`src/design/uart_enh_regs.vh`:
```
// register offsets, field positions and reset values of the enhanced block
// assumes a 4-bit register address and 8-bit register data
`ifndef UART_ENH_REGS_VH
`define UART_ENH_REGS_VH

// ----------------------------------------------------------------
// register offsets
// ----------------------------------------------------------------
`define OFS_SCRATCH    4'h0
`define OFS_EFC        4'h1
`define OFS_RESUME1    4'h2
`define OFS_RESUME2    4'h3
`define OFS_STOP1      4'h4
`define OFS_STOP2      4'h5
`define OFS_INT_EN     4'h6
`define OFS_FIFO_CTL   4'h7
`define OFS_MODEM_CTL  4'h8
`define OFS_INT_STAT   4'h9
`define OFS_INT_MASK   4'ha
`define OFS_FLOW_STAT  4'hb

// ----------------------------------------------------------------
// enhanced feature control fields
// ----------------------------------------------------------------
`define EFC_AUTO_CTS   7
`define EFC_AUTO_RTS   6
`define EFC_SPECIAL    5
`define EFC_ENH_EN     4

// bits guarded by the enhanced enable
`define INT_EN_GUARD   8'hf0
`define FIFO_CTL_GUARD 8'h30
`define MODEM_GUARD    8'he0
`define INT_ST_GUARD   8'h30

// modem control bit driving the request-to-send line
`define MODEM_RTS_BIT  1

// ----------------------------------------------------------------
// interrupt status fields
// ----------------------------------------------------------------
`define IST_TRIGGER    0
`define IST_STOP_RX    1
`define IST_RESUME_RX  2
`define IST_SPECIAL    4

// ----------------------------------------------------------------
// reset values
// ----------------------------------------------------------------
`define RST_BYTE       8'h00

`endif

```
`src/design/uart_enh_flow.v`:
```
// enhanced feature and flow control logic of one serial channel
// assumes fifo level, trigger, receive stream and transmitter on SYS_CLK;
// only the clear-to-send pin is asynchronous
`timescale 1ns/100ps
`include "uart_enh_regs.vh"

module uart_enh_flow #(
  parameter LW = 5
) (
  // clock and reset
  input  wire          SYS_CLK,
  input  wire          SYS_RST,
  // register port
  input  wire [3:0]    REG_ADDR,
  input  wire [7:0]    REG_WDATA,
  input  wire          REG_WR,
  input  wire          REG_RD,
  output reg  [7:0]    REG_RDATA,
  // line pins
  input  wire          CTS_N,
  output reg           RTS_N,
  // receive fifo state
  input  wire [LW-1:0] RX_LEVEL,
  input  wire [LW-1:0] RX_TRIGGER,
  // receive character stream
  input  wire          RX_VALID,
  input  wire [7:0]    RX_DATA,
  output reg           RX_STORE_VALID,
  output reg  [7:0]    RX_STORE_DATA,
  // transmitter side
  input  wire          TX_BUSY,
  output reg           TX_HOLD,
  output reg           TX_INJ_VALID,
  output reg  [7:0]    TX_INJ_DATA,
  input  wire          TX_INJ_TAKE,
  // interrupt
  output reg           IRQ
);

  // ----------------------------------------------------------------
  // registers and state
  // ----------------------------------------------------------------
  reg  [7:0]    scratch_r;
  reg  [7:0]    efc_r;
  reg  [7:0]    resume1_r;
  reg  [7:0]    resume2_r;
  reg  [7:0]    stop1_r;
  reg  [7:0]    stop2_r;
  reg  [7:0]    int_en_r;
  reg  [7:0]    fifo_ctl_r;
  reg  [7:0]    modem_r;
  reg  [7:0]    int_stat_r;
  reg  [7:0]    int_stat_nxt;
  reg  [7:0]    int_mask_r;
  reg           cts_m_r;
  reg           cts_s_r;
  reg           rts_hold_r;
  reg           over_trig_r;
  reg           peer_stop_r;
  reg           peer_stop_nxt;
  reg  [1:0]    pend_r;
  reg  [1:0]    pend_nxt;
  reg           store_nxt;
  reg           sent_stop_r;
  reg  [1:0]    inj_st_r;
  reg           inj_stop_r;
  reg           ev_stop;
  reg           ev_resume;
  reg           ev_special;
  reg  [7:0]    rd_nxt;

  // injector states
  localparam INJ_IDLE  = 2'h0;
  localparam INJ_FIRST = 2'h1;
  localparam INJ_SECND = 2'h2;

  // pending pair states
  localparam PEND_NONE = 2'h0;
  localparam PEND_STOP = 2'h1;
  localparam PEND_RES  = 2'h2;

  wire          enh_en   = efc_r[`EFC_ENH_EN];
  wire          auto_rts = efc_r[`EFC_AUTO_RTS];
  wire          auto_cts = efc_r[`EFC_AUTO_CTS];
  wire [1:0]    tx_mode  = efc_r[3:2];
  wire [1:0]    rx_mode  = efc_r[1:0];
  wire          wr_hit   = REG_WR;
  wire          rd_stat  = REG_RD & (REG_ADDR == `OFS_INT_STAT);

  // widened level compares
  wire [LW:0]   lvl      = {1'b0, RX_LEVEL};
  wire [LW:0]   trg      = {1'b0, RX_TRIGGER};
  wire          at_trig  = lvl >= trg;
  wire          above    = lvl >= trg + {{LW{1'b0}}, 1'b1};
  wire          below_lo = lvl + {{LW{1'b0}}, 1'b1} < trg;

  // merge of a guarded register write
  function [7:0] guard_wr;
    input [7:0] old_v;
    input [7:0] new_v;
    input [7:0] guard;
    input       en;
    begin
      if (en) begin
        guard_wr = new_v;
      end else begin
        guard_wr = (old_v & guard) | (new_v & ~guard);
      end
    end
  endfunction

  // ----------------------------------------------------------------
  // register writes
  // ----------------------------------------------------------------
  always @(posedge SYS_CLK) begin
    if (SYS_RST) begin
      scratch_r  <= `RST_BYTE;
      efc_r      <= `RST_BYTE;
      resume1_r  <= `RST_BYTE;
      resume2_r  <= `RST_BYTE;
      stop1_r    <= `RST_BYTE;
      stop2_r    <= `RST_BYTE;
      int_en_r   <= `RST_BYTE;
      fifo_ctl_r <= `RST_BYTE;
      modem_r    <= `RST_BYTE;
      int_mask_r <= `RST_BYTE;
    end else if (wr_hit) begin
      case (REG_ADDR)
        `OFS_SCRATCH:   scratch_r  <= REG_WDATA;
        `OFS_EFC:       efc_r      <= REG_WDATA;
        `OFS_RESUME1:   resume1_r  <= REG_WDATA;
        `OFS_RESUME2:   resume2_r  <= REG_WDATA;
        `OFS_STOP1:     stop1_r    <= REG_WDATA;
        `OFS_STOP2:     stop2_r    <= REG_WDATA;
        `OFS_INT_EN:
          int_en_r <= guard_wr(int_en_r, REG_WDATA,
                               `INT_EN_GUARD, enh_en);
        `OFS_FIFO_CTL:
          fifo_ctl_r <= guard_wr(fifo_ctl_r, REG_WDATA,
                                 `FIFO_CTL_GUARD, enh_en);
        `OFS_MODEM_CTL:
          modem_r <= guard_wr(modem_r, REG_WDATA,
                              `MODEM_GUARD, enh_en);
        `OFS_INT_MASK:  int_mask_r <= REG_WDATA;
        default: begin
        end
      endcase
    end
  end

  // ----------------------------------------------------------------
  // clear-to-send synchroniser and transmit hold
  // ----------------------------------------------------------------
  always @(posedge SYS_CLK) begin
    if (SYS_RST) begin
      cts_m_r <= 1'b0;
      cts_s_r <= 1'b0;
      TX_HOLD <= 1'b0;
    end else begin
      cts_m_r <= CTS_N;
      cts_s_r <= cts_m_r;
      // hold changes only between characters
      if (!TX_BUSY) begin
        TX_HOLD <= (auto_cts & cts_s_r) | peer_stop_r;
      end
    end
  end

  // ----------------------------------------------------------------
  // request-to-send control
  // ----------------------------------------------------------------
  always @(posedge SYS_CLK) begin
    if (SYS_RST) begin
      rts_hold_r  <= 1'b0;
      over_trig_r <= 1'b0;
      RTS_N       <= 1'b1;
    end else begin
      over_trig_r <= at_trig;
      if (!auto_rts) begin
        rts_hold_r <= 1'b0;
        RTS_N      <= ~modem_r[`MODEM_RTS_BIT];
      end else begin
        if (above) begin
          rts_hold_r <= 1'b1;
        end else if (below_lo) begin
          rts_hold_r <= 1'b0;
        end
        RTS_N <= rts_hold_r;
      end
    end
  end

  // ----------------------------------------------------------------
  // receive comparison
  // ----------------------------------------------------------------
  always @* begin
    peer_stop_nxt = peer_stop_r;
    pend_nxt      = pend_r;
    store_nxt     = RX_VALID;
    ev_stop       = 1'b0;
    ev_resume     = 1'b0;
    ev_special    = 1'b0;
    if (RX_VALID) begin
      if (efc_r[`EFC_SPECIAL] && RX_DATA == stop2_r) begin
        ev_special = 1'b1;
      end
      case (rx_mode)
        2'b10, 2'b01: begin
          pend_nxt = PEND_NONE;
          if (RX_DATA == (rx_mode[1] ? stop1_r : stop2_r)) begin
            peer_stop_nxt = 1'b1;
            ev_stop       = 1'b1;
            store_nxt     = 1'b0;
          end else if (RX_DATA == (rx_mode[1] ? resume1_r : resume2_r)) begin
            peer_stop_nxt = 1'b0;
            ev_resume     = 1'b1;
            store_nxt     = 1'b0;
          end
        end
        2'b11: begin
          pend_nxt = PEND_NONE;
          if (pend_r == PEND_STOP && RX_DATA == stop2_r) begin
            peer_stop_nxt = 1'b1;
            ev_stop       = 1'b1;
            store_nxt     = 1'b0;
          end else if (pend_r == PEND_RES && RX_DATA == resume2_r) begin
            peer_stop_nxt = 1'b0;
            ev_resume     = 1'b1;
            store_nxt     = 1'b0;
          end else if (RX_DATA == stop1_r) begin
            pend_nxt  = PEND_STOP;
            store_nxt = 1'b0;
          end else if (RX_DATA == resume1_r) begin
            pend_nxt  = PEND_RES;
            store_nxt = 1'b0;
          end
        end
        default: begin
          peer_stop_nxt = 1'b0;
          pend_nxt      = PEND_NONE;
        end
      endcase
    end else if (rx_mode == 2'b00) begin
      peer_stop_nxt = 1'b0;
      pend_nxt      = PEND_NONE;
    end
  end

  // registered receive outputs
  always @(posedge SYS_CLK) begin
    if (SYS_RST) begin
      peer_stop_r    <= 1'b0;
      pend_r         <= PEND_NONE;
      RX_STORE_VALID <= 1'b0;
      RX_STORE_DATA  <= 8'h00;
    end else begin
      peer_stop_r    <= peer_stop_nxt;
      pend_r         <= pend_nxt;
      RX_STORE_VALID <= store_nxt;
      RX_STORE_DATA  <= RX_DATA;
    end
  end

  // ----------------------------------------------------------------
  // flow character injector
  // ----------------------------------------------------------------
  always @(posedge SYS_CLK) begin
    if (SYS_RST) begin
      inj_st_r     <= INJ_IDLE;
      inj_stop_r   <= 1'b0;
      sent_stop_r  <= 1'b0;
      TX_INJ_VALID <= 1'b0;
      TX_INJ_DATA  <= 8'h00;
    end else begin
      case (inj_st_r)
        INJ_IDLE: begin
          if (tx_mode == 2'b00) begin
            sent_stop_r <= 1'b0;
          end else if (at_trig != sent_stop_r) begin
            sent_stop_r  <= at_trig;
            inj_stop_r   <= at_trig;
            inj_st_r     <= INJ_FIRST;
            TX_INJ_VALID <= 1'b1;
            // first character of the chosen pair, lsb first on line
            if (tx_mode[1]) begin
              TX_INJ_DATA <= at_trig ? stop1_r : resume1_r;
            end else begin
              TX_INJ_DATA <= at_trig ? stop2_r : resume2_r;
            end
          end
        end
        INJ_FIRST: begin
          if (TX_INJ_TAKE) begin
            if (tx_mode == 2'b11) begin
              inj_st_r    <= INJ_SECND;
              TX_INJ_DATA <= inj_stop_r ? stop2_r : resume2_r;
            end else begin
              inj_st_r     <= INJ_IDLE;
              TX_INJ_VALID <= 1'b0;
            end
          end
        end
        INJ_SECND: begin
          if (TX_INJ_TAKE) begin
            inj_st_r     <= INJ_IDLE;
            TX_INJ_VALID <= 1'b0;
          end
        end
        default: begin
          inj_st_r     <= INJ_IDLE;
          TX_INJ_VALID <= 1'b0;
        end
      endcase
    end
  end

  // ----------------------------------------------------------------
  // interrupt status, mask and output
  // ----------------------------------------------------------------
  always @* begin
    int_stat_nxt = int_stat_r;
    if (rd_stat) begin
      int_stat_nxt = 8'h00;
    end
    if (wr_hit && REG_ADDR == `OFS_INT_STAT && enh_en) begin
      int_stat_nxt = int_stat_nxt | (REG_WDATA & `INT_ST_GUARD);
    end
    // events win over the read clear
    if (auto_rts && at_trig && !over_trig_r) begin
      int_stat_nxt[`IST_TRIGGER] = 1'b1;
    end
    if (ev_stop) begin
      int_stat_nxt[`IST_STOP_RX] = 1'b1;
    end
    if (ev_resume) begin
      int_stat_nxt[`IST_RESUME_RX] = 1'b1;
    end
    if (ev_special) begin
      int_stat_nxt[`IST_SPECIAL] = 1'b1;
    end
  end

  always @(posedge SYS_CLK) begin
    if (SYS_RST) begin
      int_stat_r <= `RST_BYTE;
      IRQ        <= 1'b0;
    end else begin
      int_stat_r <= int_stat_nxt;
      IRQ        <= |(int_stat_nxt & int_mask_r);
    end
  end

  // ----------------------------------------------------------------
  // register reads
  // ----------------------------------------------------------------
  always @* begin
    rd_nxt = 8'h00;
    case (REG_ADDR)
      `OFS_SCRATCH:   rd_nxt = scratch_r;
      `OFS_EFC:       rd_nxt = {efc_r[7], auto_rts & rts_hold_r,
                                efc_r[5:0]};
      `OFS_RESUME1:   rd_nxt = resume1_r;
      `OFS_RESUME2:   rd_nxt = resume2_r;
      `OFS_STOP1:     rd_nxt = stop1_r;
      `OFS_STOP2:     rd_nxt = stop2_r;
      `OFS_INT_EN:    rd_nxt = int_en_r;
      `OFS_FIFO_CTL:  rd_nxt = fifo_ctl_r;
      `OFS_MODEM_CTL: rd_nxt = modem_r;
      `OFS_INT_STAT:  rd_nxt = int_stat_r;
      `OFS_INT_MASK:  rd_nxt = int_mask_r;
      `OFS_FLOW_STAT: rd_nxt = {4'h0, cts_s_r, rts_hold_r,
                                peer_stop_r, TX_HOLD};
      default:        rd_nxt = 8'h00;
    endcase
  end

  // read data stand one cycle after the strobe
  always @(posedge SYS_CLK) begin
    if (SYS_RST) begin
      REG_RDATA <= 8'h00;
    end else if (REG_RD) begin
      REG_RDATA <= rd_nxt;
    end else begin
      REG_RDATA <= 8'h00;
    end
  end

endmodule

```
`config.mk`:
```
export PLATFORM = sky130hd
export DESIGN_NAME = uart_enh_flow
export DESIGN_NICKNAME = d
export VERILOG_FILES = /design/src/design/uart_enh_flow.v
export VERILOG_INCLUDE_DIRS = /design/src /design/src/design
export SDC_FILE = /design/constraint.sdc
export NUM_CORES = 1
export LEC_CHECK = 0
export BUFFER_PORTS_ARGS = -buffer_cell sky130_fd_sc_hd__buf_4
export CORE_MARGIN = 1
export CORE_UTILIZATION = 25
export DETAILED_ROUTE_END_ITERATION = 10
export PLACE_DENSITY_LB_ADDON = 0.15
export SYNTH_ARGS = -nofsm -noshare
export SYNTH_HDL_FRONTEND = slang
export SYNTH_SLANG_ARGS = --single-unit
```
`constraint.sdc`:
```
create_clock -name SYS_CLK -period 3 [get_ports SYS_CLK]
set_clock_uncertainty 0.1 [all_clocks]
set_input_delay 0.45 -clock SYS_CLK [delete_from_list [all_inputs] [get_ports SYS_CLK]]
set_output_delay 0.45 -clock SYS_CLK [all_outputs]
set_load 0.01 [all_outputs]
```
==> results of run 1 <==
[worst min-delay path, stage by stage]
cell and delay, ps:
buf_4 80, a21oi_1 50, nor2_1 70
[layout make-up]
class	instances	area, um^2	area share [%]
Tap cell	335	419	5.18
Timing Repair Buffer	81	608	7.52
Sequential cell	128	2560	31.7
Clock inverter	13	164	2.03
Multi-Input combinational cell	555	3830	47.4
Clock buffer	19	443	5.48
Inverter	15	56.3	0.696
[how the worst min path moves through the flow]
stage	to	slack, ps	cells after the start
after floorplan	cts_s_r	310	1
after global placement	scratch_r[4]	350	2
after detailed placement	scratch_r[4]	350	2
after CTS	TX_HOLD	140	3
after global routing	cts_m_r	160	2
final	TX_HOLD	150	3
[metrics by stage]
| step | hold WS, ps | cell area (um^2) | setup slack, ps | instances |
|---|---|---|---|---|
| after floorplan | 314 | 6730 | 653 | 757 |
| after global placement | 345 | 7480 | 382 | 1114 |
| after detailed placement | 352 | 7480 | 357 | 1114 |
| after CTS | 142 | 8080 | 766 | 1146 |
| after global routing | 159 | 8080 | 631 | 1146 |
| final | 152 | 8080 | 743 | 1146 |
[cell families (layout without fill, tap and decap cells)]
kind of cell	count (synthesis)	in the layout	synth area share (%)
buf+inv	74	128	4.98
fa+ha+maj	19	19	3.53
simple gates	272	272	19.5
xor+xnor	39	39	5.08
flops	128	128	38.1
mux	80	80	13.8
compound gates	145	145	15.0
[state kept, by name, summed over array words and instances (netlist names), 2 cells and up]
name and cells:
efc_r 8, RX_STORE_DATA 8, resume1_r 8, stop2_r 8
TX_INJ_DATA 8, resume2_r 8, pend_r 2, int_stat_r 8
scratch_r 8, stop1_r 8, fifo_ctl_r 8, REG_RDATA 8
inj_st_r 2, int_en_r 8, modem_r 8, int_mask_r 8
[report_power, final]
| group | internal [mW] | switching [mW] |
|---|---|---|
| Clock | 1.33 | 0.818 |
| Sequential | 1.73 | 0.0330 |
| Combinational | 0.155 | 0.237 |
| Total | 3.21 | 1.09 |
[synthesized netlist by cell type, types with 5 or more instances]
cell type and count:
a21oi_1 58, a221oi_1 12, a22o_1 6, a22oi_1 7
a31oi_1 10, and4_1 5, buf_2 15, clkbuf_1 35
dfxtp_1 128, ha_1 19, inv_1 15, mux2i_1 67
mux4_2 10, nand2_1 70, nand2b_1 8, nand3_1 52
nor2_1 77, nor2b_1 16, nor3_1 5, nor3b_1 6
nor4_1 8, o21ai_0 9, o221a_2 9, xnor2_1 14
xor2_1 25
[per-layer routing]
metal	share of wire, %	global-route usage, %	up-vias
li1	-	-	2804
met1	49	25.1	2852
met2	45	27.4	183
met3	4.6	3.00	28
met4	2.0	5.73	0
met5	0	0	-
==> results.json, run 1 <==
{
  "synth_top_area_share_pct": 38.1,
  "worst_path_max_delay_cell": "dfxtp_1",
  "yosys_warnings": 0,
  "io_buffers": 66,
  "grtUsageTotal_pct": 17.8,
  "hp-class": "in2reg",
  "end_kind": "register",
  "reg2regPathDepth": 6,
  "postLayoutCoreUtil_pct": 30.8,
  "path_max_fanout": 8,
  "cts_resized": 0,
  "clockBufferDepth": 2,
  "dp_hpwl_um": 16800,
  "total_power_mw": 4.30,
  "drcViolationCount": 6,
  "syn_to_final_growth_pct": 20.1,
  "synth_edf_count": 0,
  "fin_crit_sh_pct": 75.2,
  "ant_nets": 0,
  "htree_levels": 4,
  "drive_gt1_share_pct": 17.8,
  "setup_viol": 0,
  "avgSynthCellArea_um2": 8.89,
  "synth_top_area_cell": "dfxtp_1",
  "drt_iter0_drc": 500,
  "setup.worst_path.start_class": "register",
  "ys_top_cells_by_area": "dfxtp_1 38%, mux2i_1 10%, a21oi_1 4.3%",
  "cts_tree": "built",
  "timing.critical_path.buf_inv": 0,
  "seq_area_frac_synth_pct": 38.1,
  "synthCells": 757,
  "layout_commonest_cell": "dfxtp_1",
  "gp_congestion": 0.866,
  "crit_family": "compound AO/OA/AOI/OAI gates",
  "coreArea_mm2": 0.0262,
  "synth_flop_cell": "dfxtp_1",
  "num-fill-cells": 2744,
  "crit_chain": "xor2_1 > nor4_1 > nand2_1 > o2bb2ai_1 > a222oi_1 > o22ai_1",
  "tns_ps": 0,
  "p_per_area_mw_per_mm2": 532,
  "grt_overflow_total": 0,
  "p_leak_nw": 3.23,
  "finalNetCount": 855,
  "grt_pass1_wl_um": 36800,
  "crit_required_ps": 3190,
  "synth.net_count": 814,
  "grt_pass1_vias": 5717,
  "die_area_mm2": 0.0276,
  "async_flop_share_pct": 0,
  "slew_headroom_pct": 49.9,
  "final.min_clock_period_ps": 2260,
  "clkSinkCount": 128,
  "violations": "design-rule violations",
  "path_clk_slew_ps": 70,
  "numCtsBuffers": 17,
  "grt_max_degree": 68,
  "status": "finished with violations",
  "postCtsHoldBufs": 0,
  "via_per_inst": 5.12,
  "die_w_um": 166,
  "worstPathArrival_ps": 2440,
  "fmax_ghz": 0.443,
  "layout_common_cells": "128 x dfxtp_1, 81 x buf_4, 77 x nor2_1",
  "crit_path_end": "IRQ",
  "ir_drop_uv": 358,
  "synth_cell_types": 63,
  "postCtsSetupBuffers": 0,
  "fp-row-count": 59,
  "ys_seq_elements": 128,
  "netlist_area_mm2": 0.00673,
  "critical_path_class": "reg2reg",
  "vias": 5867,
  "tightest_slew_ps": 752,
  "antenna_cells": 0,
  "wire_per_inst_um": 20.9,
  "r2r_slack_ps": 740,
  "finalWirelength_um": 23900,
  "die_y_um": 166,
  "root_buffer": "clkbuf_16",
  "hold_viol": 0,
  "critPathMaxStageDelay_ps": 480,
  "r2r_start": "stop2_r[6]",
  "slew_viol_final": 0,
  "worstHoldStart": "TX_BUSY",
  "r2r-end": "IRQ",
  "start_util_pct": 25.7,
  "rsz0062_at_grt": "false",
  "clk_latency_ps": 430,
  "boundaryPins": 67,
  "cp.depth": 6,
  "drv_cap": 0,
  "drt_first_pass_iters": 8,
  "antenna_found_initial": 0,
  "crit_start": "stop2_r[6]"
}
(Power assumes the default switching activity.)
==> run 2: changes to the inputs <==
Settings changed: ABC_AREA set to 1.
Clock period 3 ns to 2 ns, I/O delays scaled along.
==> results.json, run 2 <==
{
  "status": "complete, no violations",
  "placed_area_mm2": 0.00834,
  "globalRouteMet3Util_pct": 3.14,
  "cts_tree": "built",
  "path_max_fanout": 10,
  "drive_gt1_share_pct": 20.1,
  "die_y_um": 167,
  "use_met2_pct": 30.0,
  "ys_seq_elements": 128,
  "synth_cell_types": 44,
  "antenna_cells": 0,
  "hp-class": "in2reg",
  "grt_pass1_vias": 6761,
  "rsz0062_at_grt": "false",
  "total_power_mw": 6.70,
  "critPathMaxStageDelay_ps": 380,
  "syn_to_final_growth_pct": 31.3,
  "synth_flop_cell": "dfxtp_1",
  "setup.worst_path.start_class": "register",
  "post-place-ws_ps": -217,
  "path_clk_slew_ps": 70,
  "global_route.usage.met1_pct": 25.5,
  "htree_levels": 4,
  "hold_viol": 0,
  "dp_hpwl_um": 19400,
  "layout_common_cells": "232 x nand2_1, 153 x buf_4, 124 x dfxtp_1",
  "antenna_found_initial": 0,
  "drt_iter0_drc": 522,
  "end_kind": "register",
  "die_area_mm2": 0.0280,
  "die_w_um": 167,
  "grt_pass1_wl_um": 39500,
  "ant_nets": 0,
  "fmax_ghz": 0.551,
  "grt_max_degree": 47,
  "gr-max-usage-layer": "met2",
  "via_per_inst": 4.71,
  "yosys_warnings": 0,
  "crit_top_cell": "nand2_1",
  "ys_top_cells_by_area": "dfxtp_1 37%, nand2_1 13%, a21oi_1 8.3%",
  "numCtsBuffers": 17,
  "finalNetCount": 1206,
  "crit_required_ps": 2190,
  "synth_edf_count": 0,
  "slew_viol_final": 0,
  "boundaryPins": 67,
  "start_util_pct": 25.4,
  "netlist_area_mm2": 0.00684,
  "final.min_clock_period_ps": 1820,
  "synthCells": 1013,
  "seq_area_frac_synth_pct": 37.5,
  "ys_top_cells_by_count": "232 x nand2_1, 128 x dfxtp_1, 122 x inv_1, 114 x a21oi_1, 85 x o21ai_0",
  "fp-row-count": 60,
  "ir_drop_uv": 317,
  "critical_path_class": "reg2reg",
  "synth.net_count": 1070,
  "synth_top_area_cell": "dfxtp_1",
  "layout_commonest_cell": "nand2_1",
  "finalWorstSetupSlack_ps": 184,
  "async_flop_share_pct": 0,
  "worst_path_max_delay_cell": "dfxtp_4",
  "grt_overflow_total": 0,
  "tightest_slew_ps": 589,
  "clk_latency_ps": 430,
  "postLayoutCoreUtil_pct": 33.4,
  "drt_first_pass_iters": 8,
  "synth_top_area_share_pct": 37.5,
  "finalWirelength_um": 25400,
  "fin_crit_sh_pct": 90.8,
  "gp_congestion": 0.858,
  "postCtsSetupBuffers": 0,
  "drv_cap": 0,
  "grtUsageTotal_pct": 18.7,
  "root_buffer": "clkbuf_16",
  "avgSynthCellArea_um2": 6.75,
  "crit_family": "simple AND/OR/NAND/NOR gates",
  "vias": 7075,
  "timing.critical_path.buf_inv": 2,
  "worstPathArrival_ps": 2000,
  "tns_ps": 0,
  "setup_viol": 0,
  "drcViolationCount": 0,
  "clkSinkCount": 128,
  "crit_chain": "inv_4 > buf_4 > ha_1 > nand3_1 > nand2_1 > nand2_1 > nand2_1 > a21oi_1 > a21oi_1",
  "p_leak_nw": 3.89,
  "slew_headroom_pct": 60.7,
  "wire_per_inst_um": 16.9,
  "io_buffers": 66,
  "coreArea_mm2": 0.0269,
  "clockBufferDepth": 2,
  "final_cell_area_mm2": 0.00897,
  "synth_most_common_cell": "nand2_1",
  "p_per_area_mw_per_mm2": 746
}
[run 2: through the flow]
| step | instances | hold slack [ps] |
|---|---|---|
| floorplan | 1013 | 288 |
| global placement | 1470 | 291 |
| detailed placement | 1470 | 297 |
| CTS | 1503 | 15.9 |
| global route | 1503 | 17.0 |
| finish | 1503 | 35.5 |
[run 2: per-layer routing]
layer	share of wire [%]	up-vias
met5	0	-
met4	1.9	0
met3	3.3	27
met1	49	3307
met2	45	129
li1	-	3612
[run 2: repair_timing]
item,4_1_cts,5_1_grt
hold buffers,1,0
resized for setup,0,8
endpoints found under the hold margin,1,0
setup endpoints to repair,0,3
[run 2: cells by family (layout without fill, tap and decap cells)]
kind of cell / Yosys count / count (layout) / share of synthesized area, %
AND/OR/NAND/NOR: 409 / 409 / 25.4
AO/OA/AOI/OAI: 261 / 261 / 21.2
buffers and inverters: 180 / 329 / 10.3
flip-flops: 128 / 128 / 37.5
adder cells (fa/ha/maj): 19 / 19 / 3.48
XOR/XNOR: 16 / 16 / 2.16
[run 2: final timing paths]
path	end	startpoint	depth (start not counted)	slack, ps
max	IRQ	efc_r[1]	9	180
min	TX_HOLD	TX_BUSY	3	40
max reg2reg	IRQ	efc_r[1]	9	180
min reg2reg	cts_s_r	cts_m_r	2	300
[run 2: cell type report]
| cell class | count | area [um^2] |
|---|---|---|
| Tap cell | 341 | 427 |
| Inverter | 137 | 517 |
| Clock inverter | 14 | 169 |
| Multi-Input combinational cell | 705 | 3570 |
| Fill cell | 3017 | 17900 |
| Clock buffer | 18 | 439 |
| Sequential cell | 128 | 2570 |
| Timing Repair Buffer | 160 | 1280 |
[run 2: worst min-delay path: cells and delay by family]
kind	cells	cell delay [ps]
buffers and inverters	1	110
AOI/OAI and AO/OA	1	50
and+or+nand+nor	1	50
[run 2: report_power, final]
part           total (mW)  internal [mW]  switching (mW)
Clock                3.27           1.92            1.35
Combinational       0.785          0.318           0.467
Sequential           2.64           2.60          0.0361
Total                6.70           4.84            1.86
